==> src/hdl/ftcm_pkg.sv <==
// constants and carrier types for the fan tach count monitor, channel 1
package ftcm_pkg;
  // register offsets on the serial register port
  localparam logic [7:0] FTCM_OFS_CONTROL = 8'h34;
  localparam logic [7:0] FTCM_OFS_THRESHOLD = 8'h35;
  localparam logic [7:0] FTCM_OFS_CURRENT = 8'h36;
  // reset values
  localparam logic [7:0] FTCM_THRESHOLD_RST = 8'h00;
  localparam logic [7:0] FTCM_CURRENT_RST = 8'h00;
  localparam logic [7:0] FTCM_SRC_NONE = 8'h00;
  // special count values
  localparam logic [7:0] FTCM_COUNT_NONE = 8'h00;
  localparam logic [7:0] FTCM_COUNT_MIN = 8'h01;
  localparam logic [7:0] FTCM_COUNT_MAX = 8'hFF;
  // timing: system clock and reference clock
  localparam int FTCM_CLK_HZ = 50000000;
  localparam int FTCM_REF_HZ = 20000;
  localparam int FTCM_REF_CYCLES = FTCM_CLK_HZ / FTCM_REF_HZ;
  // divisor select codes and their divide values
  localparam logic [1:0] FTCM_DIV_SEL_1 = 2'h0;
  localparam logic [1:0] FTCM_DIV_SEL_2 = 2'h1;
  localparam logic [1:0] FTCM_DIV_SEL_4 = 2'h2;
  localparam logic [1:0] FTCM_DIV_SEL_8 = 2'h3;
  localparam logic [3:0] FTCM_DIV_1 = 4'h1;
  localparam logic [3:0] FTCM_DIV_2 = 4'h2;
  localparam logic [3:0] FTCM_DIV_4 = 4'h4;
  localparam logic [3:0] FTCM_DIV_8 = 4'h8;

  // control bits handed in from the channel control register
  typedef struct packed {
    logic fan_monitor_enable;
    logic fan_irq_enable;
    logic [1:0] divisor_select;
  } ftcm_ctrl_t;

  // measurement phase across one revolution (two tach pulses)
  typedef enum logic [1:0] {
    FTCM_ST_OFF = 2'b00,
    FTCM_ST_WAIT = 2'b01,
    FTCM_ST_HALF1 = 2'b10,
    FTCM_ST_HALF2 = 2'b11
  } ftcm_state_t;
endpackage : ftcm_pkg

==> src/hdl/ftcm_monitor.sv <==
// fan tachometer count monitor, channel 1: counter, threshold and current count
// What this block does
// - Raise fan interrupt when the counter goes above the threshold register.
// - Current count holds a count only while enabled; host may only read it.
// - Count ticks scale so RPM equals 1,200,000 over count times divisor.
// - No valid count until one full revolution after enable or clear.
// - Count 00h means no revolution has completed since counting began.
// - Count FFh means fan very slow or tach pulses missing.
// - Polled mode: current count refreshes once every revolution.
// - Interrupt mode: refresh each revolution until interrupt, then freeze.
// - Clearing the interrupt zeroes the current count and restarts measuring.
// - Threshold and current count are eight bits and reset to zero.
// - Enabled tach pulses gate a 20 kHz reference; two pulses per revolution.
// - Divisor select 00,01,10,11 gives divide by 1,2,4,8.
// - Interrupt only when enabled; drives low interrupt and source address.
`timescale 1ns/10ps
module ftcm_monitor
  import ftcm_pkg::*;
#(
  parameter int REF_CYCLES = FTCM_REF_CYCLES
)
(
  input wire logic CLK,
  input wire logic SYS_RST,
  input wire logic TACH_INPUT_PIN,
  input wire ftcm_ctrl_t CTRL,
  input wire logic IRQ_CLEAR,
  input wire logic [7:0] REG_ADDR,
  input wire logic REG_WR,
  input wire logic [7:0] REG_WDATA,
  output logic [7:0] REG_RDATA,
  output logic [7:0] THRESHOLD_VALUE,
  output logic [7:0] CURRENT_COUNT,
  output logic FAN_IRQ_N,
  output logic [7:0] IRQ_SOURCE_ADDR
);

  // elaboration guard: the prescaler is 16 bits, and fewer than three clocks a
  // reference period would let ticks fall closer than the gap check expects
  if (REF_CYCLES < 3 || REF_CYCLES > 65535)
  begin : g_ref_cycles_bad
    $error("REF_CYCLES out of range");
  end

  ////////////////////////////////////////////////////////////////////////////
  // state
  logic tach_s1_reg, tach_s2_reg, tach_d_reg;
  logic [15:0] pre_reg, pre_next;
  logic [3:0] div_reg, div_next;
  logic [7:0] cnt_reg, cnt_next;
  logic [7:0] thr_reg, thr_next;
  logic [7:0] cur_reg, cur_next;
  logic pend_reg, pend_next;
  logic [7:0] src_reg, src_next;
  logic [7:0] rdata_reg, rdata_next;
  logic irq_n_reg, irq_n_next;
  ftcm_state_t st_reg, st_next;

  ////////////////////////////////////////////////////////////////////////////
  // tach pin synchroniser; first stage feeds only the second
  always_ff @(posedge CLK)
  begin
    if (SYS_RST)
    begin
      tach_s1_reg <= 1'b0;
      tach_s2_reg <= 1'b0;
      tach_d_reg <= 1'b0;
    end
    else
    begin
      tach_s1_reg <= TACH_INPUT_PIN;
      tach_s2_reg <= tach_s1_reg;
      tach_d_reg <= tach_s2_reg;
    end
  end

  ////////////////////////////////////////////////////////////////////////////
  // decode
  wire logic enabled = CTRL.fan_monitor_enable;
  wire logic restart = ~enabled | IRQ_CLEAR; // disable or clear starts over
  wire logic tach_rise = tach_s2_reg & ~tach_d_reg;
  wire logic [3:0] div_val = (CTRL.divisor_select == FTCM_DIV_SEL_1) ? FTCM_DIV_1 :
    (CTRL.divisor_select == FTCM_DIV_SEL_2) ? FTCM_DIV_2 :
    (CTRL.divisor_select == FTCM_DIV_SEL_4) ? FTCM_DIV_4 : FTCM_DIV_8;
  wire logic pre_wrap = (pre_reg == 16'(REF_CYCLES - 1)); // one 20 kHz period
  wire logic div_wrap = (div_reg >= div_val - 4'h1);
  wire logic tick = pre_wrap & div_wrap;
  wire logic rev_done = tach_rise & (st_reg == FTCM_ST_HALF2);
  wire logic cnt_clr = tach_rise & (st_reg != FTCM_ST_HALF1);
  wire logic cnt_inc = enabled & ~restart & ~cnt_clr & tick &
    (cnt_reg != FTCM_COUNT_MAX);
  wire logic over_evt = cnt_inc & (cnt_reg == thr_reg) & CTRL.fan_irq_enable;
  wire logic frozen = pend_reg;
  wire logic wr_thr = REG_WR & (REG_ADDR == FTCM_OFS_THRESHOLD);

  ////////////////////////////////////////////////////////////////////////////
  // reference prescaler and divisor stage
  assign pre_next = (restart | pre_wrap) ? 16'h0000 : pre_reg + 16'h0001;
  assign div_next = (restart | div_wrap & pre_wrap) ? 4'h0 :
    pre_wrap ? div_reg + 4'h1 : div_reg;

  // revolution counter: zero at each revolution start, stops at FFh
  assign cnt_next = (restart | cnt_clr) ? FTCM_COUNT_NONE :
    cnt_inc ? cnt_reg + 8'h01 : cnt_reg;

  // phase sequencing: first pulse starts, two more pulses end a revolution
  always_comb
  begin
    st_next = st_reg;
    unique case (st_reg)
      FTCM_ST_OFF: st_next = enabled ? FTCM_ST_WAIT : FTCM_ST_OFF;
      FTCM_ST_WAIT: st_next = tach_rise ? FTCM_ST_HALF1 : FTCM_ST_WAIT;
      FTCM_ST_HALF1: st_next = tach_rise ? FTCM_ST_HALF2 : FTCM_ST_HALF1;
      FTCM_ST_HALF2: st_next = tach_rise ? FTCM_ST_HALF1 : FTCM_ST_HALF2;
    endcase
    if (restart)
      st_next = enabled ? FTCM_ST_WAIT : FTCM_ST_OFF;
  end

  // current count publish; a fast fan still shows 01h so 00h stays "no data"
  assign cur_next = restart ? FTCM_CURRENT_RST :
    frozen ? cur_reg :
    rev_done ? ((cnt_reg == FTCM_COUNT_NONE) ? FTCM_COUNT_MIN : cnt_reg) :
    (cnt_reg == FTCM_COUNT_MAX) ? FTCM_COUNT_MAX : cur_reg;

  // interrupt flag: a coincident clear wins, since clear blocks the count step that makes an event
  assign pend_next = over_evt | (pend_reg & ~IRQ_CLEAR);
  assign src_next = over_evt ? FTCM_OFS_CONTROL : pend_next ? src_reg : FTCM_SRC_NONE;
  assign irq_n_next = ~pend_next;

  // threshold is host writable; the current count ignores writes
  assign thr_next = wr_thr ? REG_WDATA : thr_reg;
  assign rdata_next = (REG_ADDR == FTCM_OFS_THRESHOLD) ? thr_reg :
    (REG_ADDR == FTCM_OFS_CURRENT) ? cur_reg : 8'h00;

  ////////////////////////////////////////////////////////////////////////////
  // registers
  always_ff @(posedge CLK)
  begin
    if (SYS_RST)
    begin
      pre_reg <= 16'h0000;
      div_reg <= 4'h0;
      cnt_reg <= FTCM_COUNT_NONE;
      st_reg <= FTCM_ST_OFF;
    end
    else
    begin
      pre_reg <= pre_next;
      div_reg <= div_next;
      cnt_reg <= cnt_next;
      st_reg <= st_next;
    end
  end

  // host-visible state, reset to zero except the interrupt pin flop, which resets high
  always_ff @(posedge CLK)
  begin
    if (SYS_RST)
    begin
      thr_reg <= FTCM_THRESHOLD_RST;
      cur_reg <= FTCM_CURRENT_RST;
      pend_reg <= 1'b0;
      src_reg <= FTCM_SRC_NONE;
      rdata_reg <= 8'h00;
      irq_n_reg <= 1'b1;
    end
    else
    begin
      thr_reg <= thr_next;
      cur_reg <= cur_next;
      pend_reg <= pend_next;
      src_reg <= src_next;
      rdata_reg <= rdata_next;
      irq_n_reg <= irq_n_next;
    end
  end

  assign REG_RDATA = rdata_reg;
  assign THRESHOLD_VALUE = thr_reg;
  assign CURRENT_COUNT = cur_reg;
  assign FAN_IRQ_N = irq_n_reg; // own flop, so no gate glitch reaches the pin
  assign IRQ_SOURCE_ADDR = src_reg;
endmodule : ftcm_monitor

==> config.mk <==
export PLATFORM = sky130hd
export DESIGN_NAME = ftcm_monitor
export DESIGN_NICKNAME = d
export VERILOG_FILES = /design/src/hdl/ftcm_pkg.sv /design/src/hdl/ftcm_monitor.sv
export SDC_FILE = /design/constraint.sdc
export NUM_CORES = 1
export LEC_CHECK = 0
export BUFFER_PORTS_ARGS = -buffer_cell sky130_fd_sc_hd__buf_4
export CELL_PAD_IN_SITES_DETAIL_PLACEMENT = 1
export CELL_PAD_IN_SITES_GLOBAL_PLACEMENT = 2
export CORE_ASPECT_RATIO = 1.75
export CORE_MARGIN = 5
export CORE_UTILIZATION = 32
export CTS_CLUSTER_SIZE = 8
export DETAILED_ROUTE_END_ITERATION = 7
export PLACE_DENSITY = 0.75
export SLEW_MARGIN = 20
export SYNTH_ARGS = -nofsm -noshare
export SYNTH_HDL_FRONTEND = slang
export SYNTH_SLANG_ARGS = --single-unit
==> constraint.sdc <==
create_clock -name CLK -period 3 [get_ports CLK]
set_clock_uncertainty 0.2 [all_clocks]
set_input_delay 0.3 -clock CLK [delete_from_list [all_inputs] [get_ports CLK]]
set_output_delay 0.3 -clock CLK [all_outputs]
set_load 0.05 [all_outputs]
==> results.ini, run 1 <==
[run_status]
status=complete, no violations

[floorplan]
die_h_um=133.1
die_w_um=80.32
std_cell_rows=45
design.portCount=58
dieArea_mm2=0.01069
floorplan.core_area_mm2=0.008558
start_util_pct=32.35

[route]
drt_wl_total_mm=7.453
drt_drc_violations_left=0
drt_iter0_drc=75
detail_route.first_pass.iterations=4
vias_per_cell=4.936
final_antenna_net_count=0
routed_length_per_instance_um=15.40
routed-via-count=2389

[setup_path]
end_kind=flip-flop
critical_path_peak_fanout=12
cp.required_ps=3050
regToRegStartpoint=pre_reg[0]
startpoint=pre_reg[0]
start_kind=flip-flop
critical_path_class=flip-flop to flip-flop
cp.arrival_ps=2490

[clock_tree]
tritoncts.num_buffers=9
post_cts_clock_slew_at_the_launch_and_capture_registers_of_the_worst_setup_and_hold_paths_ps=50
clock_sinks=60
cts-root-to-sink-buffers=2
worst_skew_pair.late_latency_ps=330
tritoncts=yes
cts.root.buffer_cell=clkbuf_16
clock_tree.htree_level_count=3

[global_routing]
total_global_routing_overflow=0
antenna_found_initial=0
maximum_number_of_pins_on_one_net_before_global_route_repair=24
vias_in_the_first_global_route=2379
grt.total_usage_pct=14.70
wire_length_of_the_first_global_routing_pass_mm=11.84

[final_layout]
multi_input_logic_area_mm2=0.001458
area_growth_pct=28.51
largest_reg_flops=16
post_route_cells_drive_above_1_share_pct=22.89
utilization_pct=41.58
nFillCells=1033
final_nets=395
final-seq-area_mm2=0.001201
insertedDiodeCount=0

[synthesis]
synth.top_cells.by_area=dfxtp_1 43%, nor2_1 5.6%, xor2_1 4.1%
yosys_most_used_dff=dfxtp_1
post_synth_mux_area_share_pct=0.7230
synth.lib_cells_used.distinct=42
yosys-top-cells-count=60 x dfxtp_1, 41 x nor2_1, 27 x nand2_1
synth_warnings=0
async_reset_ff_share_pct=0
syn_area_per_cell_um2=8.932
dominant_combinational_cell_family_by_area_after_synthesis=simple AND/OR/NAND/NOR gates
synth_simple_gate_area_share_pct=28.56
yosys.cell_count.top_type=dfxtp_1
post-synth-top-area-cell=dfxtp_1
post_synth_fa_ha_maj_area_fraction_pct=3.615
ys_seq_elements=60
post_synth_edffs=0
cell_count_after_synthesis=310
synth_compound_gate_area_share_pct=10.80
synthesis.area_mm2=0.002769
yosys.area.top_type_share_pct=43.38
yosys.area_share.xor_xnor_pct=7.908
synth_sequential_area_ratio_pct=43.38

[timing]
finalMaxSlewViolations=0
final.hold.worst_slack_ps=26.00
highest_attainable_clock_frequency_mhz=410.0
period_needed_ps=2439
fin_crit_sh_pct=81.30
setup_viol_count_final=0
hold_viol_final=0
tightest_slew_ps=640.2
rsz0062_at_grt=false
maxSlewHeadroom_pct=57.32
timing.final.ws_setup_ps=560.9
setup-tns-final_ps=0

[power]
power.ir.vdd_worst_mv=0.3522
design_power_total_mw=1.920
p_per_area_mw_per_mm2=539.6
leakage_nw=1.388

[min_path]
hold_path_startpoint=REG_WDATA[7]
worst_hold_path_type=input pin to flip-flop

[job]
timing.max_cap.violations=0

[placement]
buffer_ports.inserted=52
detailedPlace.worstSlack_ps=447.8
detailed_place_hpwl_mm=5.766
routabilityCongestion=0.7567

-- report_power, final --
group | total, mW | switching [mW] | internal [mW]
Clock | 1.04 | 0.356 | 0.684
Combinational | 0.0757 | 0.0451 | 0.0306
Sequential | 0.803 | 0.00234 | 0.801
Total | 1.92 | 0.404 | 1.52
-- path summary, 6_finish.rpt --
check,slack [ps],end,cells after the start
hold / removal,30,THRESHOLD_VALUE[7],3
setup / recovery,560,cnt_reg[6],6
setup reg to reg,560,cnt_reg[6],6
hold reg to reg,240,tach_s2_reg,1
-- critical path, stage by stage (launching register included) --
cell and delay, ps:
dfxtp_1 350, ha_1 240, nor3b_4 250, nand4_4 170, a221o_1 450, or4_1 540
a21oi_1 160
-- layer usage --
metal / wire length, um / vias up / track usage (%)
li1: - / 1185 / -
met1: 2740 / 1143 / 13.74
met2: 4289 / 50 / 28.32
met3: 261 / 11 / 3.678
met4: 161 / 0 / 7.049
met5: 0 / - / 0
-- stage by stage --
step,std cells,instance area (um2)
after floorplan,314,2784
after global placement,467,3244
after detailed placement,467,3244
after CTS,484,3558
after global routing,484,3558
final,484,3558
-- cells by family after synthesis --
logic type | Yosys count
muxes | 2
adders and majority gates | 8
and+or+nand+nor | 142
xor gates and xnor gates | 25
DFF | 60
other | 2
buffers and inverters | 26
AOI/OAI and AO/OA | 45
-- final cells by class --
cell class,count,share of cell area [%]
multi-input combinational,228,40.96
sequential,60,33.76
timing repair buffer,56,11.88
clock buffer,12,7.208
tap,117,4.114
clock inverter,4,1.336
inverter,7,0.7384
-- timing repair --
action	in CTS	in global routing
hold buffers	1	0
buffers inserted	0	0
endpoints found under the hold margin	1	0
resized for setup	0	0
-- layout by cell type, fill, tap and decap left out, types with 2 or more instances in the layout --
cell type | netlist | routed
xnor2_1 | 12 | 12
nor4b_1 | 4 | 4
nor2_1 | 41 | 41
buf_4 | 7 | 55
o21ai_1 | 2 | 2
dfxtp_1 | 60 | 60
mux2i_1 | 2 | 2
o31ai_1 | 3 | 3
a22oi_1 | 8 | 8
and3_1 | 6 | 6
nand3_1 | 21 | 21
xor2_1 | 13 | 13
clkinv_2 | 0 | 2
and4_1 | 2 | 2
a21oi_1 | 17 | 17
or4_1 | 3 | 3
nor3_1 | 5 | 5
nor4b_4 | 2 | 2
nor3b_1 | 2 | 2
clkbuf_16 | 0 | 9
inv_1 | 7 | 7
ha_1 | 8 | 8
nor2b_1 | 7 | 7
nand4_1 | 6 | 6
nand2_1 | 27 | 27
nand2b_1 | 4 | 4
conb_1 | 2 | 6
clkbuf_8 | 0 | 2
o221a_2 | 6 | 6
o21ai_0 | 7 | 7
No activity file was read; power rests on OpenSTA's default activity.
==> run 2: changes to the inputs <==
- ABC_AREA: default -> 1
- CORE_UTILIZATION: 32 -> 30
- PLACE_DENSITY: 0.75 -> 0.76
- clock period: 3 -> 2.3 ns (I/O delays scaled with it)
==> results.ini, run 2 <==
[run_status]
status=complete, no violations

[setup_path]
crit_path_cell_trace=ha_1 -> nand3_1 -> nor3_4 -> nor2_2 -> inv_1 -> nor2_2 -> nand2_1 -> nand2_1 -> nand2_2 -> inv_1
critical_path_class=flip-flop to flip-flop
path_delay_family=simple AND/OR/NAND/NOR gates
cp.arrival_ps=1910  ; -580 ps
end_kind=flip-flop
start_kind=flip-flop
critical_path_peak_fanout=6  ; -6
slowest_stage=dfxtp_1
timing.critical_path.buf_inv=2  ; +2
worst_path_largest_cell_delay_ps=420  ; -120 ps
cp.required_ps=2320  ; -730 ps

[power]
leakage_nw=1.664  ; +20%
internal_pwr_total_mw=1.963  ; +29%
clock_power_share_pct=53.5  ; -0.7 points
p_per_area_mw_per_mm2=647.1  ; +20%
combinationalPowerShare_pct=4.7  ; +0.8 points
seqPwrFrac_pct=41.7  ; about the same
power.switching_mw=0.5461  ; +35%
power.ir.vdd_worst_mv=0.3552  ; +0.83%
power.switching_fraction_pct=21.77  ; +0.73 points

[clock_tree]
post_cts_clock_slew_at_the_launch_and_capture_registers_of_the_worst_setup_and_hold_paths_ps=50  ; about the same
cts-root-to-sink-buffers=2  ; unchanged
post_cts_resized=0  ; unchanged
worst_skew_pair.late_latency_ps=330  ; about the same
clock_sinks=60  ; unchanged
clock_tree.htree_level_count=3  ; unchanged
tritoncts=yes
tritoncts.num_buffers=9  ; unchanged
cts_setup_buffers=0  ; unchanged
holdBufCountCts=11  ; +10
cts.root.buffer_cell=clkbuf_16

[route]
wl_met3_um=230  ; -12%
detail_route.first_pass.iterations=5  ; +1
final_antenna_net_count=0  ; unchanged
routed-via-count=2867  ; +20%
drt_drc_violations_left=0  ; unchanged
highest_layer=met4
met2_wirelength_mm=5.720  ; +33%
drt-met1-wl_mm=3.156  ; +15%
vias_per_cell=4.595  ; -6.9%
drt_wl_total_mm=9.217  ; +24%
drt_iter0_drc=80  ; +6.7%
routed_length_per_instance_um=14.77  ; -4.1%

[global_routing]
vias_in_the_first_global_route=3104  ; +30%
grt.total_usage_pct=16.30  ; +1.6 points
maximum_number_of_pins_on_one_net_before_global_route_repair=16  ; -33%
total_global_routing_overflow=0  ; unchanged
wire_length_of_the_first_global_routing_pass_mm=15.08  ; +27%
antenna_found_initial=0  ; unchanged

[job]
timing.max_cap.violations=0  ; unchanged

[placement]
routabilityCongestion=0.7738  ; +2.3%
buffer_ports.inserted=52  ; unchanged
placed_cell_area_mm2=0.003472  ; +7.0%
detailedPlace.worstSlack_ps=328.7  ; -119.1 ps
placed_cells_incl_taps=597  ; +28%
detailed_place_hpwl_mm=7.406  ; +28%

[final_layout]
layout.cells.most_common=nand2_1
final_cell_area_mm2=0.003877  ; +9.0%
final_cells=624  ; +29%
largest_reg_flops=16  ; unchanged
nFillCells=1266  ; +23%
final_nets=527  ; +33%
post_route_cells_drive_above_1_share_pct=19.24  ; -3.6 points
insertedDiodeCount=0  ; unchanged
top_library_cells_by_usage_in_the_layout_fill_and_taps_aside=98 x nand2_1, 62 x inv_1, 60 x dfxtp_1, 56 x buf_4, 50 x nor2_1
area_growth_pct=31.20

[synthesis]
yosys-top-cells-count=98 x nand2_1, 62 x inv_1, 60 x dfxtp_1
synth.top_cells.by_area=dfxtp_1 41%, nand2_1 12%, inv_1 7.9%
async_reset_ff_share_pct=0  ; unchanged
synth_warnings=0  ; unchanged
post_synth_edffs=0  ; unchanged
yosys.area.top_type_share_pct=40.64  ; -2.7 points
syn_area_per_cell_um2=6.970  ; -22%
synthesis.area_mm2=0.002955  ; +6.7%
synth.lib_cells_used.distinct=31  ; -26%
synth_sequential_area_ratio_pct=40.64  ; -2.7 points
yosys.cell_count.top_type=nand2_1
ys_seq_elements=60  ; unchanged
yosys_most_used_dff=dfxtp_1
cell_count_after_synthesis=424  ; +37%
post-synth-top-area-cell=dfxtp_1

[floorplan]
start_util_pct=30.38  ; -2.0 points
die_h_um=141.3  ; +6.2%
die_w_um=85.03  ; +5.9%
dieArea_mm2=0.01201  ; +12%
floorplan.core_area_mm2=0.009729  ; +14%
std_cell_rows=48  ; +6.7%
design.portCount=58  ; unchanged

[timing]
finalMaxSlewViolations=0  ; unchanged
timing.final.ws_setup_ps=409.5  ; -151.5 ps
highest_attainable_clock_frequency_mhz=528.9  ; +29%
rsz0062_at_grt=false
hold_viol_final=0  ; unchanged
fin_crit_sh_pct=82.20  ; +0.90 points
setup-tns-final_ps=0  ; unchanged
setup_viol_count_final=0  ; unchanged
period_needed_ps=1891  ; -548.5 ps

[min_path]
worst_hold_path_type=input pin to flip-flop

[run 2: final cells by class]
cell class                      instances  area [um2]  share of cell area (%)
Clock buffer                           12       246.5                   6.357
Clock inverter                          4       48.80                   1.258
Inverter                               68       255.2                   6.583
Multi-Input combinational cell        288        1439                   37.11
Sequential cell                        60        1201                   30.98
Tap cell                              125       156.4                   4.034
Timing Repair Buffer                   67       530.5                   13.68
[run 2: cell families (layout without fill, tap and decap cells)]
kind of cell	count (synthesis)	in the layout	synth area share (%)
simple gates	202	202	30.36
xor+xnor	8	8	2.371
compound gates	64	64	11.81
buf+inv	80	151	11.18
fa+ha+maj	8	8	3.387
other cells	2	6	0.2541
flops	60	60	40.64
[run 2: worst reg2reg max path, delay by kind of cell (launching register included)]
family | cells | cell delay, ps
adders and majority gates | 1 | 260
buffers and inverters | 2 | 120
DFF | 1 | 420
and+or+nand+nor | 7 | 790
[run 2: through the flow]
step | utilization, % | total power, mW | hold WS (ps)
detailed placement | 35.69 | 1.174 | 210.7
global route | 39.85 | 2.612 | 35.51
global placement | 35.69 | 1.172 | 204.0
finish | 39.85 | 2.509 | 34.27
floorplan | - | 1.131 | 99.07
CTS | 39.85 | 2.555 | 20.27
[run 2: path summary, 6_finish.rpt]
path               start          end  slack (ps)  depth (start not counted)
min reg2reg  tach_s1_reg  tach_s2_reg         210                          2
min              SYS_RST  tach_s2_reg          30                          2
max reg2reg   cnt_reg[0]       frozen         410                         10
max           cnt_reg[0]       frozen         410                         10
[run 2: metal layers]
metal / track usage, % / vias up
met5: 0 / -
met4: 6.005 / 0
met3: 3.312 / 9
met2: 34.34 / 38
met1: 14.30 / 1355
li1: - / 1465
[run 2: power groups by stage]
stage                     combinational (mW)  clock (mW)  sequential [mW]
after floorplan                       0.0617           0             1.07
after global placement                 0.104           0             1.07
after detailed placement               0.105           0             1.07
after CTS                              0.121        1.39             1.05
after global routing                   0.132        1.43             1.05
final                                  0.119        1.34             1.05
==> run 3: changes to the inputs <==
- clock period: 2.3 -> 1.9 ns (I/O delays scaled with it)
==> results.ini, run 3 (same netlist as run 2, synthesis figures left out) <==
[run_status]
status=complete, no violations

[timing]
finalMaxSlewViolations=0  ; unchanged
hold_viol_final=0  ; unchanged
final.hold.worst_slack_ps=203.9  ; +169.7 ps
fin_crit_sh_pct=93.21
setup-tns-final_ps=0  ; unchanged
highest_attainable_clock_frequency_mhz=564.7
period_needed_ps=1771
setup_viol_count_final=0  ; unchanged

[global_routing]
maximum_number_of_pins_on_one_net_before_global_route_repair=16  ; unchanged
total_global_routing_overflow=0  ; unchanged
wire_length_of_the_first_global_routing_pass_mm=15.81  ; +4.9%
antenna_found_initial=0  ; unchanged
vias_in_the_first_global_route=3226  ; +3.9%
grt.total_usage_pct=17.01  ; +0.70 points

[clock_tree]
clock_sinks=60  ; unchanged
cts.root.buffer_cell=clkbuf_16
tritoncts=yes
tritoncts.num_buffers=9  ; unchanged
cts-root-to-sink-buffers=2  ; unchanged
clock_tree.htree_level_count=3  ; unchanged
worst_skew_pair.late_latency_ps=330  ; about the same
post_cts_clock_slew_at_the_launch_and_capture_registers_of_the_worst_setup_and_hold_paths_ps=60  ; about the same

[power]
power.switching_mw=0.6633  ; +21%
internal_pwr_total_mw=2.247  ; +14%
combinationalPowerShare_pct=5.3  ; +0.6 points
leakage_nw=1.745  ; +4.9%
p_per_area_mw_per_mm2=717.8  ; +11%
design_power_total_mw=2.910  ; +16%
clock_power_share_pct=51.1  ; -2.4 points
power.switching_fraction_pct=22.80  ; +1.0 points
seqPwrFrac_pct=43.6  ; +1.9 points
power.ir.vdd_worst_mv=0.4779  ; +35%

[final_layout]
area_growth_pct=37.17
insertedDiodeCount=0  ; unchanged
final_nets=543  ; +3.0%
final_cell_area_mm2=0.004054  ; +4.5%
layout.cells.most_common=nand2_1
largest_reg_flops=16  ; unchanged
post_route_cells_drive_above_1_share_pct=23.88  ; +4.6 points
top_library_cells_by_usage_in_the_layout_fill_and_taps_aside=96 x nand2_1, 70 x buf_4, 62 x inv_1, 54 x dfxtp_1, 49 x nor2_1

[setup_path]
path_delay_family=simple AND/OR/NAND/NOR gates
r2r_end=frozen
cp-endpoint=IRQ_SOURCE_ADDR[4]
critical_path_peak_fanout=3  ; -3
worst_path_largest_cell_delay_ps=550  ; +130 ps
cp.arrival_ps=1840  ; -70 ps
start_kind=input pin
end_kind=flip-flop
r2r.worst_path.cells=11  ; +1
crit_path_cell_trace=dlygate4sd3_1 -> buf_4 -> nor2_1 -> nand2_1 -> nor2_4 -> inv_1 -> nor2_2 -> nand2_1 -> nand2_1 -> nand2_2 -> nor2_2
cp.required_ps=1970  ; -350 ps
slowest_stage=dlygate4sd3_1
timing.critical_path.buf_inv=3  ; +1
critical_path_class=input pin to flip-flop
timing.reg2reg.setup_slack_ps=140  ; -270 ps
startpoint=IRQ_CLEAR
regToRegStartpoint=cnt_reg[1]
worst_path_most_repeated_cell=nand2_1
path_depth=11  ; +1

[floorplan]
die_h_um=141.3  ; unchanged
std_cell_rows=48  ; unchanged
design.portCount=58  ; unchanged
start_util_pct=30.38  ; unchanged
dieArea_mm2=0.01201  ; unchanged
floorplan.core_area_mm2=0.009729  ; unchanged
die_w_um=85.03  ; unchanged

[route]
routed-via-count=2998  ; +4.6%
routed_length_per_instance_um=15.24  ; +3.2%
drt_wl_total_mm=9.754  ; +5.8%
drt_iter0_drc=85  ; +6.3%
detail_route.first_pass.iterations=4  ; -1
drt_drc_violations_left=0  ; unchanged
vias_per_cell=4.684  ; +2.0%
final_antenna_net_count=0  ; unchanged

[min_path]
worst_hold_path_type=input pin to flip-flop

[placement]
placed_cell_area_mm2=0.003547  ; +2.2%
detailed_place_hpwl_mm=7.669  ; +3.5%
routabilityCongestion=0.8115  ; +4.9%
buffer_ports.inserted=52  ; unchanged

[job]
timing.max_cap.violations=0  ; unchanged

run 3: cell types whose count changed in the layout (fill, tap and decap cells not counted), sizes merged:
cell         change
bufinv           -1
clkinvlp         +2
dlygate4sd3      +2
clkinv           -1
buf             +14
run 3: worst min-delay path by stage:
stage | to | depth (start not counted) | start
2_1_floorplan | REG_RDATA[0] | 1 | SYS_RST
3_3_place_gp | tach_s2_reg | 2 | tach_s1_reg
3_5_place_dp | tach_s2_reg | 2 | tach_s1_reg
4_1_cts | st_reg[1] | 7 | CTRL[3]
5_1_grt | st_reg[1] | 7 | CTRL[3]
6_report | st_reg[1] | 7 | CTRL[3]
run 3: per-stage QoR:
step / utilization (%) / worst slack (ps) / cells
global placement: 36.46 / -7.540 / 607
floorplan: - / 250.3 / 428
CTS: 40.59 / 27.26 / 636
finish: 41.67 / 129.0 / 640
global route: 41.67 / -3.982 / 640
detailed placement: 36.46 / -57.21 / 607
run 3: cell type report:
type	instances	area (um2)
Timing Repair Buffer	83	655.6
Inverter	68	257.7
Multi-Input combinational cell	288	1504
Clock buffer	12	246.5
Sequential cell	60	1209
Tap cell	125	156.4
Fill cell	1264	5675
Clock inverter	4	25.02
run 3: power groups by stage:
stage / Clock (mW) / Sequential, mW / Combinational [mW]
detailed placement: 0 / 1.29 / 0.130
CTS: 1.53 / 1.27 / 0.153
global placement: 0 / 1.29 / 0.128
floorplan: 0 / 1.29 / 0.0747
global route: 1.60 / 1.27 / 0.171
finish: 1.49 / 1.27 / 0.155
run 3: timing repair:
action	4_1_cts	5_1_grt
setup endpoints to repair	0	28
gates resized for setup	0	21
buffers inserted	0	4
hold buffers	13	0
hold endpoints to repair	11	0
run 3: tightest hold or removal path, cell delays in order:
cell	delay (ps)
buf_4	110
inv_1	90
nor2_1	70
inv_1	90
nor2_4	40
inv_2	60
a21oi_1	40
run 3: layer usage:
layer | track usage (%) | wire, um | vias to the layer above
met3 | 2.963 | 242 | 16
met2 | 35.25 | 5952 | 45
li1 | - | - | 1502
met1 | 15.48 | 3291 | 1435
met4 | 6.839 | 267 | 0
met5 | 0 | 0 | -
